--- src/core/itbu_pkg.sv ---
// Package: register map, field positions and state layout of the interrupt and time base unit
package itbu_pkg;
	// Register offsets
	localparam logic [3:0] ADDR_CTRL0 = 4'h0;
	localparam logic [3:0] ADDR_CTRL1 = 4'h1;
	localparam logic [3:0] ADDR_GRP0  = 4'h2;
	localparam logic [3:0] ADDR_GRP1  = 4'h3;
	localparam logic [3:0] ADDR_GRP2  = 4'h4;
	localparam logic [3:0] ADDR_EDGE  = 4'h5;
	localparam logic [3:0] ADDR_PSCS  = 4'h6;
	localparam logic [3:0] ADDR_TBCTL = 4'h7;
	localparam logic [3:0] ADDR_STAT  = 4'h8;
	// Field positions
	localparam int CTRL0_GIE    = 0;
	localparam int CTRL0_EXT_EN = 1;
	localparam int CTRL0_TICK_EN= 2;
	localparam int CTRL0_EXT_F  = 4;
	localparam int CTRL0_TICK_F = 5;
	localparam int CTRL1_GRP_EN = 0;
	localparam int CTRL1_CONV_EN= 3;
	localparam int CTRL1_GRP_F  = 4;
	localparam int CTRL1_CONV_F = 7;
	localparam int GRP_EN       = 0;
	localparam int GRP_F        = 4;
	localparam int TBCTL_RUN    = 7;
	localparam int TBCTL_PER    = 0;
	localparam int STAT_REQ     = 7;
	localparam int STAT_VEC     = 0;
	// Edge select and prescaler source codes
	localparam logic [1:0] EDGE_OFF  = 2'h0;
	localparam logic [1:0] EDGE_RISE = 2'h1;
	localparam logic [1:0] EDGE_FALL = 2'h2;
	localparam logic [1:0] PSC_SYS   = 2'h0;
	localparam logic [1:0] PSC_SYS4  = 2'h1;
	localparam logic [1:0] DIV4_LAST = 2'h3;
	// Time base period base value, counter width and idle read byte
	localparam int          TICK_W    = 15;
	localparam logic [15:0] TICK_BASE = 16'h0100;
	localparam logic [7:0]  RST_BYTE  = 8'h00;

	typedef enum logic [2:0] {
		VEC_EXT, VEC_GRP0, VEC_TICK, VEC_GRP1, VEC_GRP2, VEC_CONV
	} itbu_vec_t;

	// Member sources: 0/1 standard timer A/P, 2/3 periodic timer A/P, 4 low supply, 5 nvm
	typedef struct packed {
		logic nvm_done;
		logic low_supply;
		logic per_match_p;
		logic per_match_a;
		logic std_match_p;
		logic std_match_a;
	} itbu_evt_t;

	typedef struct packed {
		logic              gie;
		logic              ext_en;
		logic              tick_en;
		logic              conv_en;
		logic [2:0]        grp_en;
		logic              ext_f;
		logic              tick_f;
		logic              conv_f;
		logic [2:0]        grp_f;
		logic [5:0]        mem_en;
		logic [5:0]        mem_f;
		logic [1:0]        edge_sel;
		logic [1:0]        psc_sel;
		logic              tick_run;
		logic [2:0]        tick_per;
		logic [1:0]        div4;
		logic [TICK_W-1:0] tick_cnt;
		logic [2:0]        ext_sync;
		logic [2:0]        sub_sync;
		logic              irq_req;
		itbu_vec_t         irq_vec;
		logic              wake;
		logic [7:0]        rdata;
	} itbu_state_t;
endpackage : itbu_pkg

--- src/core/itbu_top.sv ---
// Interrupt request logic with external edge, converter, time base and grouped sources
//
// Function
// RQ1 - External edge: rising, falling, both, or off
// RQ2 - Conversion done sets converter flag
// RQ3 - Converter vectors with global, enable, stack room
// RQ4 - Converter service clears its flag and global
// RQ5 - Time base overflow sets flag, gated vectoring
// RQ6 - Time base service clears flag and global
// RQ7 - Prescaler source: system, system/4, sub clock
// RQ8 - Time base run bit, reset zero
// RQ9 - Period is two to eight plus field
// RQ10 - Three grouped interrupts from member flags
// RQ11 - Member flag setting sets group flag; here only a source event on an enabled member sets it
// RQ12 - Group vectors when enabled with stack room
// RQ13 - Group service clears group flag, members stay
// RQ14 - Two timers, two match flags each
// RQ15 - Timer match needs global, source, group enables
// RQ16 - Low supply flag, gated by three enables
// RQ17 - Nvm completion flag, gated by three enables
// RQ18 - Any flag rising wakes the device
// RQ19 - Software presets flag to block wake
// RQ20 - Flags hold until serviced or cleared
// RQ21 - Global enable low blocks every vector
// RQ22 - Return from irq sets global enable
// RQ23 - Fixed priority, one service at a time
//
// Decided for this implementation: the placing of the registers and strobed register access.
module itbu_top (
	// Clock and reset
	input  wire logic                ref_clk_i,
	input  wire logic                rst_i,
	// Register port
	input  wire logic [3:0]          addr_i,
	input  wire logic [7:0]          wdata_i,
	input  wire logic                we_i,
	input  wire logic                re_i,
	output logic      [7:0]          rdata_o,
	// Event sources
	input  wire logic                ext_pin_i,
	input  wire logic                sub_clk_i,
	input  wire logic                conv_done_i,
	input  wire itbu_pkg::itbu_evt_t mem_evt_i,
	// Core side
	input  wire logic                stack_full_i,
	input  wire logic                irq_ack_i,
	input  wire logic                return_from_irq_i,
	output logic                     irq_req_o,
	output itbu_pkg::itbu_vec_t      irq_vec_o,
	output logic                     wake_o
);

	////////////////////////////////////////////////////////////////////////////////
	// State and combinational helpers

	itbu_pkg::itbu_state_t s_q;
	itbu_pkg::itbu_state_t s_d;

	logic                        psc_tick;
	logic                        ext_rise;
	logic                        ext_fall;
	logic                        ext_hit;
	logic                        sub_rise;
	logic [15:0]                 per_span;
	logic [itbu_pkg::TICK_W-1:0] per_mask;
	logic                        tick_ovf;
	logic [5:0]                  evt_vec;
	logic [2:0]                  grp_hit;
	logic [11:0]                 flags_q;

	assign ext_rise = s_q.ext_sync[1] & ~s_q.ext_sync[2];
	assign ext_fall = ~s_q.ext_sync[1] & s_q.ext_sync[2];
	assign sub_rise = s_q.sub_sync[1] & ~s_q.sub_sync[2];
	assign evt_vec  = mem_evt_i;

	// Edge type selection, zero disables the pin
	always_comb begin
		case (s_q.edge_sel) // RQ1
			itbu_pkg::EDGE_OFF:  ext_hit = 1'b0;
			itbu_pkg::EDGE_RISE: ext_hit = ext_rise;
			itbu_pkg::EDGE_FALL: ext_hit = ext_fall;
			default:             ext_hit = ext_rise | ext_fall;
		endcase
	end

	// Prescaled clock enable
	always_comb begin
		if (s_q.psc_sel == itbu_pkg::PSC_SYS) begin // RQ7
			psc_tick = 1'b1;
		end else if (s_q.psc_sel == itbu_pkg::PSC_SYS4) begin
			psc_tick = (s_q.div4 == itbu_pkg::DIV4_LAST);
		end else begin
			psc_tick = sub_rise;
		end
	end

	// Overflow when the selected low bits are all ones
	assign per_span = (itbu_pkg::TICK_BASE << s_q.tick_per) - 16'h0001; // RQ9
	assign per_mask = per_span[itbu_pkg::TICK_W-1:0];
	assign tick_ovf = s_q.tick_run & psc_tick & ((s_q.tick_cnt & per_mask) == per_mask); // RQ5

	// A group is ready when it is enabled and pending and one enabled member is pending
	genvar g;
	generate
		for (g = 0; g < 3; g++) begin : gen_grp
			assign grp_hit[g] = s_q.grp_f[g] & s_q.grp_en[g] & |(s_q.mem_f[2*g+:2] & s_q.mem_en[2*g+:2]); // RQ15
		end
	endgenerate

	assign flags_q = {s_q.ext_f, s_q.tick_f, s_q.conv_f, s_q.grp_f, s_q.mem_f};

	////////////////////////////////////////////////////////////////////////////////
	// Next state

	always_comb begin
		s_d = s_q;

		// Synchronisers and prescaler
		s_d.ext_sync = {s_q.ext_sync[1:0], ext_pin_i};
		s_d.sub_sync = {s_q.sub_sync[1:0], sub_clk_i};
		s_d.div4     = s_q.div4 + 2'h1;
		if (!s_q.tick_run) begin // RQ8
			s_d.tick_cnt = '0;
		end else if (psc_tick) begin
			s_d.tick_cnt = s_q.tick_cnt + 1'b1;
		end

		// Register writes, writing a one also presets a flag
		if (we_i) begin
			if (addr_i == itbu_pkg::ADDR_CTRL0) begin
				s_d.gie     = wdata_i[itbu_pkg::CTRL0_GIE];
				s_d.ext_en  = wdata_i[itbu_pkg::CTRL0_EXT_EN];
				s_d.tick_en = wdata_i[itbu_pkg::CTRL0_TICK_EN];
				s_d.ext_f   = wdata_i[itbu_pkg::CTRL0_EXT_F];
				s_d.tick_f  = wdata_i[itbu_pkg::CTRL0_TICK_F];
			end else if (addr_i == itbu_pkg::ADDR_CTRL1) begin
				s_d.grp_en  = wdata_i[itbu_pkg::CTRL1_GRP_EN+:3];
				s_d.conv_en = wdata_i[itbu_pkg::CTRL1_CONV_EN];
				s_d.grp_f   = wdata_i[itbu_pkg::CTRL1_GRP_F+:3];
				s_d.conv_f  = wdata_i[itbu_pkg::CTRL1_CONV_F];
			end else if (addr_i == itbu_pkg::ADDR_GRP0) begin
				s_d.mem_en[1:0] = wdata_i[itbu_pkg::GRP_EN+:2];
				s_d.mem_f[1:0]  = wdata_i[itbu_pkg::GRP_F+:2];
			end else if (addr_i == itbu_pkg::ADDR_GRP1) begin
				s_d.mem_en[3:2] = wdata_i[itbu_pkg::GRP_EN+:2];
				s_d.mem_f[3:2]  = wdata_i[itbu_pkg::GRP_F+:2];
			end else if (addr_i == itbu_pkg::ADDR_GRP2) begin
				s_d.mem_en[5:4] = wdata_i[itbu_pkg::GRP_EN+:2];
				s_d.mem_f[5:4]  = wdata_i[itbu_pkg::GRP_F+:2];
			end else if (addr_i == itbu_pkg::ADDR_EDGE) begin
				s_d.edge_sel = wdata_i[1:0];
			end else if (addr_i == itbu_pkg::ADDR_PSCS) begin
				s_d.psc_sel = wdata_i[1:0];
			end else if (addr_i == itbu_pkg::ADDR_TBCTL) begin
				s_d.tick_run = wdata_i[itbu_pkg::TBCTL_RUN];
				s_d.tick_per = wdata_i[itbu_pkg::TBCTL_PER+:3];
			end
		end

		// Service clears only the serviced flag and the global enable
		if (irq_ack_i && s_q.irq_req) begin
			s_d.gie = 1'b0; // RQ4 RQ6 RQ13
			case (s_q.irq_vec)
				itbu_pkg::VEC_EXT:  s_d.ext_f    = 1'b0;
				itbu_pkg::VEC_TICK: s_d.tick_f   = 1'b0; // RQ6
				itbu_pkg::VEC_CONV: s_d.conv_f   = 1'b0; // RQ4
				itbu_pkg::VEC_GRP0: s_d.grp_f[0] = 1'b0; // RQ13
				itbu_pkg::VEC_GRP1: s_d.grp_f[1] = 1'b0;
				default:            s_d.grp_f[2] = 1'b0;
			endcase
		end
		if (return_from_irq_i) begin
			s_d.gie = 1'b1; // RQ22
		end

		// Hardware sets win over clears
		if (ext_hit) begin
			s_d.ext_f = 1'b1; // RQ1
		end
		if (tick_ovf) begin
			s_d.tick_f = 1'b1; // RQ5
		end
		if (conv_done_i) begin
			s_d.conv_f = 1'b1; // RQ2
		end
		for (int i = 0; i < 6; i++) begin
			if (evt_vec[i]) begin
				s_d.mem_f[i] = 1'b1; // RQ14 RQ16 RQ17
				if (s_q.mem_en[i]) begin
					s_d.grp_f[i/2] = 1'b1; // RQ10 RQ11
				end
			end
		end

		// Wake on any flag rising, enables ignored
		s_d.wake = |({s_d.ext_f, s_d.tick_f, s_d.conv_f, s_d.grp_f, s_d.mem_f} & ~flags_q); // RQ18

		// Fixed priority request from the settled next state
		s_d.irq_req = 1'b0;
		s_d.irq_vec = itbu_pkg::VEC_EXT;
		if (s_d.ext_f && s_d.ext_en) begin // RQ23
			s_d.irq_req = 1'b1;
			s_d.irq_vec = itbu_pkg::VEC_EXT;
		end else if (s_d.grp_f[0] && s_d.grp_en[0] && |(s_d.mem_f[1:0] & s_d.mem_en[1:0])) begin // RQ12 RQ15
			s_d.irq_req = 1'b1;
			s_d.irq_vec = itbu_pkg::VEC_GRP0;
		end else if (s_d.tick_f && s_d.tick_en) begin // RQ5
			s_d.irq_req = 1'b1;
			s_d.irq_vec = itbu_pkg::VEC_TICK;
		end else if (s_d.grp_f[1] && s_d.grp_en[1] && |(s_d.mem_f[3:2] & s_d.mem_en[3:2])) begin // RQ12
			s_d.irq_req = 1'b1;
			s_d.irq_vec = itbu_pkg::VEC_GRP1;
		end else if (s_d.grp_f[2] && s_d.grp_en[2] && |(s_d.mem_f[5:4] & s_d.mem_en[5:4])) begin // RQ16 RQ17
			s_d.irq_req = 1'b1;
			s_d.irq_vec = itbu_pkg::VEC_GRP2;
		end else if (s_d.conv_f && s_d.conv_en) begin // RQ3
			s_d.irq_req = 1'b1;
			s_d.irq_vec = itbu_pkg::VEC_CONV;
		end
		if (!s_d.gie || stack_full_i) begin
			s_d.irq_req = 1'b0; // RQ21 RQ3
		end

		// Read data, valid the cycle after the strobe
		s_d.rdata = itbu_pkg::RST_BYTE;
		if (re_i) begin
			if (addr_i == itbu_pkg::ADDR_CTRL0) begin
				s_d.rdata = {2'h0, s_q.tick_f, s_q.ext_f, 1'b0, s_q.tick_en, s_q.ext_en, s_q.gie};
			end else if (addr_i == itbu_pkg::ADDR_CTRL1) begin
				s_d.rdata = {s_q.conv_f, s_q.grp_f, s_q.conv_en, s_q.grp_en};
			end else if (addr_i == itbu_pkg::ADDR_GRP0) begin
				s_d.rdata = {2'h0, s_q.mem_f[1:0], 2'h0, s_q.mem_en[1:0]};
			end else if (addr_i == itbu_pkg::ADDR_GRP1) begin
				s_d.rdata = {2'h0, s_q.mem_f[3:2], 2'h0, s_q.mem_en[3:2]};
			end else if (addr_i == itbu_pkg::ADDR_GRP2) begin
				s_d.rdata = {2'h0, s_q.mem_f[5:4], 2'h0, s_q.mem_en[5:4]};
			end else if (addr_i == itbu_pkg::ADDR_EDGE) begin
				s_d.rdata = {6'h00, s_q.edge_sel};
			end else if (addr_i == itbu_pkg::ADDR_PSCS) begin
				s_d.rdata = {6'h00, s_q.psc_sel};
			end else if (addr_i == itbu_pkg::ADDR_TBCTL) begin
				s_d.rdata = {s_q.tick_run, 4'h0, s_q.tick_per};
			end else if (addr_i == itbu_pkg::ADDR_STAT) begin
				s_d.rdata = {s_q.irq_req, 4'h0, s_q.irq_vec};
			end
		end
	end

	////////////////////////////////////////////////////////////////////////////////
	// State register

	always_ff @(posedge ref_clk_i) begin
		if (rst_i) begin
			s_q <= '0; // RQ8
		end else begin
			s_q <= s_d;
		end
	end

	assign rdata_o   = s_q.rdata;
	assign irq_req_o = s_q.irq_req;
	assign irq_vec_o = s_q.irq_vec;
	assign wake_o    = s_q.wake;
endmodule : itbu_top

--- config.mk ---
export PLATFORM = sky130hd
export DESIGN_NAME = itbu_top
export DESIGN_NICKNAME = d
export VERILOG_FILES = /design/src/core/itbu_pkg.sv /design/src/core/itbu_top.sv
export SDC_FILE = /design/constraint.sdc
export NUM_CORES = 1
export LEC_CHECK = 0
export ABC_AREA = 0
export BUFFER_PORTS_ARGS = -buffer_cell sky130_fd_sc_hd__buf_2
export CAP_MARGIN = 20
export CORE_MARGIN = 5
export CORE_UTILIZATION = 40
export DETAILED_ROUTE_END_ITERATION = 10
export HOLD_SLACK_MARGIN = 0.06
export PLACE_DENSITY = 0.54
export SYNTH_ARGS = -nofsm -noshare
export SYNTH_HDL_FRONTEND = slang
export SYNTH_SLANG_ARGS = --single-unit
--- constraint.sdc ---
create_clock -name ref_clk_i -period 4.8 [get_ports ref_clk_i]
set_clock_uncertainty 0.2 [all_clocks]
set_input_delay 0.96 -clock ref_clk_i [delete_from_list [all_inputs] [get_ports ref_clk_i]]
set_output_delay 0.96 -clock ref_clk_i [all_outputs]
set_load 0.01 [all_outputs]
==> results.cfg, run 1 <==
[outcome]
status = completed

[setup_path]
slowest_delay_ps = 520
critPathMaxFanout = 24
cp-startpoint = addr_i[0]
critPathArrivalTime_ps = 3020
path_cells = buf_2 -> nor2b_1 -> nand2_1 -> mux2_2 -> o211ai_2 -> o21ai_1 -> o31a_1
critical_path_class = input port to flop
end_kind = flop
crit_family = simple AND/OR/NAND/NOR gates
cpMaxStageDelayCell = nor2b_1
worst-path-buf-inv = 1
crit_path_start_kind = input port
cp.required_ps = 4840
regToRegStartpoint = s_q[41]

[grt]
first_global_vias = 2934
grt_max_degree = 47
grt-ovfl-total = 0
grt_usage_pct = 18.5
antenna_found_initial = 0
grt_pass1_wl_um = 16000

[yosys]
synth.avg_cell_area_um2 = 8.42
synth_mux_area_share_pct = 4.92
synthSimpleGateAreaFrac_pct = 22.9
ys_ff_latch = 69
synth_top_family_by_area = simple AND/OR/NAND/NOR gates
ys_warn_count = 0
postSynthCellCount = 423
synth_nets = 455
syn_area_mm2 = 0.00356
yosys_most_used_dff = dfxtp_1
yosysSeqAreaShare_pct = 38.8
synth_compound_area_share_pct = 21.4
synth-adder-area-share_pct = 1.41
async_flop_share_pct = 0
ys_types = 61
synth_edf_count = 0
synthXorXnorAreaFrac_pct = 3.44

[floorplanning]
core_area_mm2 = 0.00868
ios = 41
placementRows = 34
initial_utilization_pct = 41.0
die_area_mm2 = 0.0109
chipWidth_um = 104
die_h_um = 104

[sta]
clock.fmax_mhz = 335
fin_crit_ps = 2980
min_period_over_period_pct = 62.2
slew_violations = 0
fin_tns_setup_ps = 0
rsz0062_at_grt = false
hold_viol = 0
finalSetupViolCount = 0
slew_headroom_pct = 42.1
worstMarginPinSlew_ps = 868
worst_slack_ps = 1820

[final_layout]
nFillCells = 873
num_antenna_cells = 0
drive_gt1_share_pct = 16.3
syn_to_final_growth_pct = 10.4
layout.nets = 474
fin_area_mm2 = 0.00393

[place]
gp_congestion = 0.908
place_area_mm2 = 0.00370
portBuffers = 40
dpl.hpwl_um = 7390
post-place-ws_ps = 1510

[cts]
clockBufferDepth = 2
cts.sinks = 69
cts_inserted_buffers = 9
tritoncts = built
post_cts_resized = 0
hold_buffers = 0
post_cts_buffers = 0
clk_latency_ps = 350
cts_root_buffer = clkbuf_8
clkSlewWorstSetupHoldPaths_ps = 80
htree_levels = 3

[drt]
drtIter0Drc = 317
dr.pass1.iters = 5
routed_via_density = 5.78
routed_wl_um = 10100
final_antenna_net_count = 0
drc = 0
vias = 3207
wire_per_inst_um = 18.1

[pwr]
powerDensity_mw_per_mm2 = 319
max-vdd-ir-drop_mv = 0.145
leakage_nw = 1.52

[job]
maxCapViolCount = 0

[worst_hold_path]
hold_class = flop to flop
hp-start = s_q[34]
==> cells in the mapped netlist, drive strengths merged, types with 2 or more instances <==
library cell | instances | area (um^2)
clkbuf | 11 | 41.3
o2bb2ai | 3 | 26.3
and2 | 4 | 25.0
a32oi | 6 | 52.6
a211oi | 2 | 15.0
and4 | 2 | 17.5
nand4 | 3 | 18.8
o221ai | 2 | 17.5
nor2 | 46 | 173
nand2 | 28 | 108
a221oi | 2 | 17.5
dfxtp | 69 | 1380
xor2 | 11 | 96.3
a22o | 5 | 43.8
nand3b | 2 | 15.0
nor4 | 3 | 25.0
nor3 | 5 | 25.0
nor2b | 18 | 113
inv | 17 | 63.8
a21o | 2 | 15.0
ha | 4 | 50.1
and3 | 2 | 12.5
mux2 | 4 | 45.0
mux2i | 13 | 130
nand2b | 13 | 81.3
buf | 21 | 150
a21oi | 33 | 165
o211a | 2 | 20.0
o22ai | 8 | 50.1
nand3 | 16 | 80.1
nor3b | 4 | 51.3
a21boi | 2 | 15.0
and4bb | 2 | 25.0
xnor2 | 3 | 26.3
o21ai | 29 | 149
a31oi | 7 | 43.8
a22oi | 4 | 30.0
==> report_power, final <==
part	switching, mW	total [mW]	internal, mW
clock network	0.226	0.546	0.320
registers	0.00947	0.595	0.586
logic	0.0729	0.112	0.0388
total	0.309	1.25	0.944
==> cell type report <==
type / count / area (um^2) / share of cell area, %
inverters: 17 / 63.8 / 1.62
flip-flops and latches: 69 / 1380 / 35.1
well taps: 108 / 135 / 3.44
clock buffers: 12 / 155 / 3.95
multi-input cells: 305 / 1920 / 49.0
repair buffers: 40 / 200 / 5.09
clock inverters: 4 / 70.1 / 1.78
==> worst register-to-register path: stages (launching register included) <==
cell and delay (ps):
dfxtp_1 500, nor3b_2 110, a211oi_1 410, and3_1 380, a32oi_1 200, or2_2 320
a31oi_1 180
==> cells in the final DEF (no fill, tap or decap), types with 4 or more instances in the layout <==
cell	count
buf_2	40
xor2_1	11
ha_1	4
nand2b_1	13
nand2_1	27
a22o_1	5
nor3_1	5
o21ai_1	6
nor2b_1	18
nand3_1	16
a22oi_1	4
dfxtp_1	69
o21ai_0	22
a21oi_1	33
a31oi_1	7
nor2_1	46
inv_1	17
clkbuf_8	11
a32oi_1	6
o22ai_1	8
mux2i_1	13
and2_1	4
==> sequential cells by signal, indices dropped and copies added (netlist names) <==
| name | cells |
|---|---|
| flags_q | 12 |
| s_q | 40 |
| s_d | 4 |
| irq_req_o | 1 |
| wake_o | 1 |
| irq_vec_o | 3 |
| rdata_o | 8 |
==> per-stage QoR <==
stage	std cells	total power [mW]	hold WS [ps]	utilization, %
6_report	555	1.25	225	45.3
3_5_place_dp	539	0.717	220	42.7
2_1_floorplan	423	0.680	199	-
4_1_cts	555	1.27	233	45.3
5_1_grt	555	1.31	256	45.3
3_3_place_gp	539	0.717	212	42.7
==> routing by layer <==
metal  track usage [%]  vias up  wire length, um
li1                  -     1531                -
met1              28.0     1520             4820
met2              26.6      142             4340
met3              3.17       14              734
met4              5.46        0              153
met5                 0        -                0
==> logic make-up (layout without fill, tap and decap cells) <==
family          Yosys count  after routing
fa+ha+maj                 4              4
simple gates            152            152
xor+xnor                 14             14
compound gates          118            118
buf+inv                  49             73
mux                      17             17
flops                    69             69
==> path summary, 6_finish.rpt <==
check / slack, ps / to / depth (start not counted)
worst min-delay path: 230 / s_q[34] / 1
worst max register to register: 2410 / wake_o / 6
worst min register to register: 230 / s_q[34] / 1
worst max-delay path: 1820 / irq_req_o / 7
Note: power is estimated with default switching activity, not from simulation.
==> run 2, diff against run 1 <==
==> constraint.sdc (replaced) <==
create_clock -name ref_clk_i -period 3.1 [get_ports ref_clk_i]
set_clock_uncertainty 0.2 [all_clocks]
set_input_delay 0.62 -clock ref_clk_i [delete_from_list [all_inputs] [get_ports ref_clk_i]]
set_output_delay 0.62 -clock ref_clk_i [all_outputs]
set_load 0.01 [all_outputs]
==> run 2 against run 1 <==
Compared with the run above: sequential share of layout area shrank 0.22 points; design area grew 0.64%; worst setup slack lost 1300 ps; global-route usage grew 0.52 points; register-to-register slack lost 1800 ps; clock power grew 39%; clock-buffer cell count shrank 3; die area is the same; combinational power grew 61%; critical path type unchanged; largest power group unchanged; highest routed layer unchanged.
==> results.cfg, run 2 (synthesis gave the netlist of run 1 again) <==
[sta]
hold_ws_ps = 232
finalSetupViolCount = 0
clock.fmax_mhz = 384
hold_viol = 0
slew_violations = 0
rsz0062_at_grt = false
fin_tns_setup_ps = 0
fin_crit_ps = 2600
worstMarginPinSlew_ps = 588
min_period_over_period_pct = 83.9
slew_headroom_pct = 60.8

[pwr]
p_int_mw = 1.35
swShare_pct = 27.6
p_clk_share_pct = 40.8
max-vdd-ir-drop_mv = 0.197
seqPwrFrac_pct = 49.5
comb_power_share_pct = 9.7
powerDensity_mw_per_mm2 = 470
p_sw_mw = 0.514
leakage_nw = 1.53

[drt]
vias = 3194
drtIter0Drc = 196
routed_wl_um = 10400
routed_via_density = 5.68
dr.pass1.iters = 5
drc = 0
final_antenna_net_count = 0
wire_per_inst_um = 18.4

[floorplanning]
ios = 41
die_area_mm2 = 0.0109
initial_utilization_pct = 41.0
placementRows = 34
core_area_mm2 = 0.00868
die_h_um = 104
chipWidth_um = 104

[setup_path]
critical_path_class = input port to flop
cp.required_ps = 3150
rrSetupSlack_ps = 650
cp-startpoint = addr_i[0]
critPathMaxFanout = 24
critPathArrivalTime_ps = 2650
end_kind = flop
timing.rr.end = wake_o
r2r_cells = 7
regToRegStartpoint = s_q[41]
crit_path_start_kind = input port

[final_layout]
drive_gt1_share_pct = 17.8
syn_to_final_growth_pct = 11.1
num_antenna_cells = 0
regMostFlops = s_q
largest_reg_flops = 40
layout_common_cells = dfxtp_1, nor2_1, buf_2
layout.nets = 481
layout_commonest_cell = dfxtp_1

[grt]
first_global_vias = 3003
grt_max_degree = 25
grt_pass1_wl_um = 16400
grt-ovfl-total = 0
antenna_found_initial = 0
grt_usage_pct = 19.0

[cts]
cts_root_buffer = clkbuf_8
post_cts_buffers = 0
clkSlewWorstSetupHoldPaths_ps = 80
post_cts_resized = 0
htree_levels = 3
cts.sinks = 69
cts_inserted_buffers = 9
clk_latency_ps = 360
tritoncts = built
clockBufferDepth = 2
hold_buffers = 0

[place]
dpl.hpwl_um = 7800
portBuffers = 40
gp_congestion = 0.868

[worst_hold_path]
hp-start = s_q[34]
holdPathStages = 1
hold_class = flop to flop
min_to = s_q[34]

[outcome]
status = completed

[job]
maxCapViolCount = 0
==> run 2: worst max-delay path by stage <==
stage,endpoint,slack [ps]
2_1_floorplan,irq_req_o,710
3_3_place_gp,irq_req_o,250
3_5_place_dp,irq_req_o,200
4_1_cts,irq_req_o,570
5_1_grt,irq_req_o,460
6_report,irq_req_o,500
==> run 2: metal layers <==
| layer | global-route usage, % | vias up | routed length (um) |
|---|---|---|---|
| met2 | 27.4 | 155 | 4460 |
| met1 | 27.2 | 1472 | 4760 |
| met3 | 5.90 | 12 | 1020 |
| met5 | 0 | - | 0 |
| met4 | 5.64 | 0 | 105 |
| li1 | - | 1555 | - |
==> run 2: area by class of cell <==
type | instances | area, um^2
clock buffer | 9 | 124
timing repair buffer | 47 | 253
tap | 108 | 135
multi-input combinational | 305 | 1920
fill | 891 | 4720
sequential | 69 | 1380
clock inverter | 7 | 73.8
inverter | 17 | 63.8
==> run 2: critical path: stages <==
cell and delay (ps):
buf_2 420, nor2_1 200, nand2_2 200, mux2_1 350
a32oi_1 340, o21ai_1 180, o31a_1 320
==> run 2: power groups by stage <==
stage | logic, mW | registers (mW) | clock network (mW)
6_report | 0.180 | 0.922 | 0.759
5_1_grt | 0.196 | 0.924 | 0.820
4_1_cts | 0.177 | 0.921 | 0.777
3_5_place_dp | 0.176 | 0.942 | 0
3_3_place_gp | 0.175 | 0.943 | 0
2_1_floorplan | 0.116 | 0.936 | 0
==> run 2: stage by stage <==
step / area (um^2) / total power [mW] / worst slack [ps] / utilization, % / std cells
after floorplan: 3560 / 1.05 / 708 / - / 423
after global placement: 3760 / 1.12 / 247 / 43.3 / 546
after detailed placement: 3760 / 1.12 / 200 / 43.3 / 546
after CTS: 3960 / 1.87 / 575 / 45.6 / 562
after global routing: 3960 / 1.94 / 455 / 45.6 / 562
final: 3960 / 1.86 / 498 / 45.6 / 562
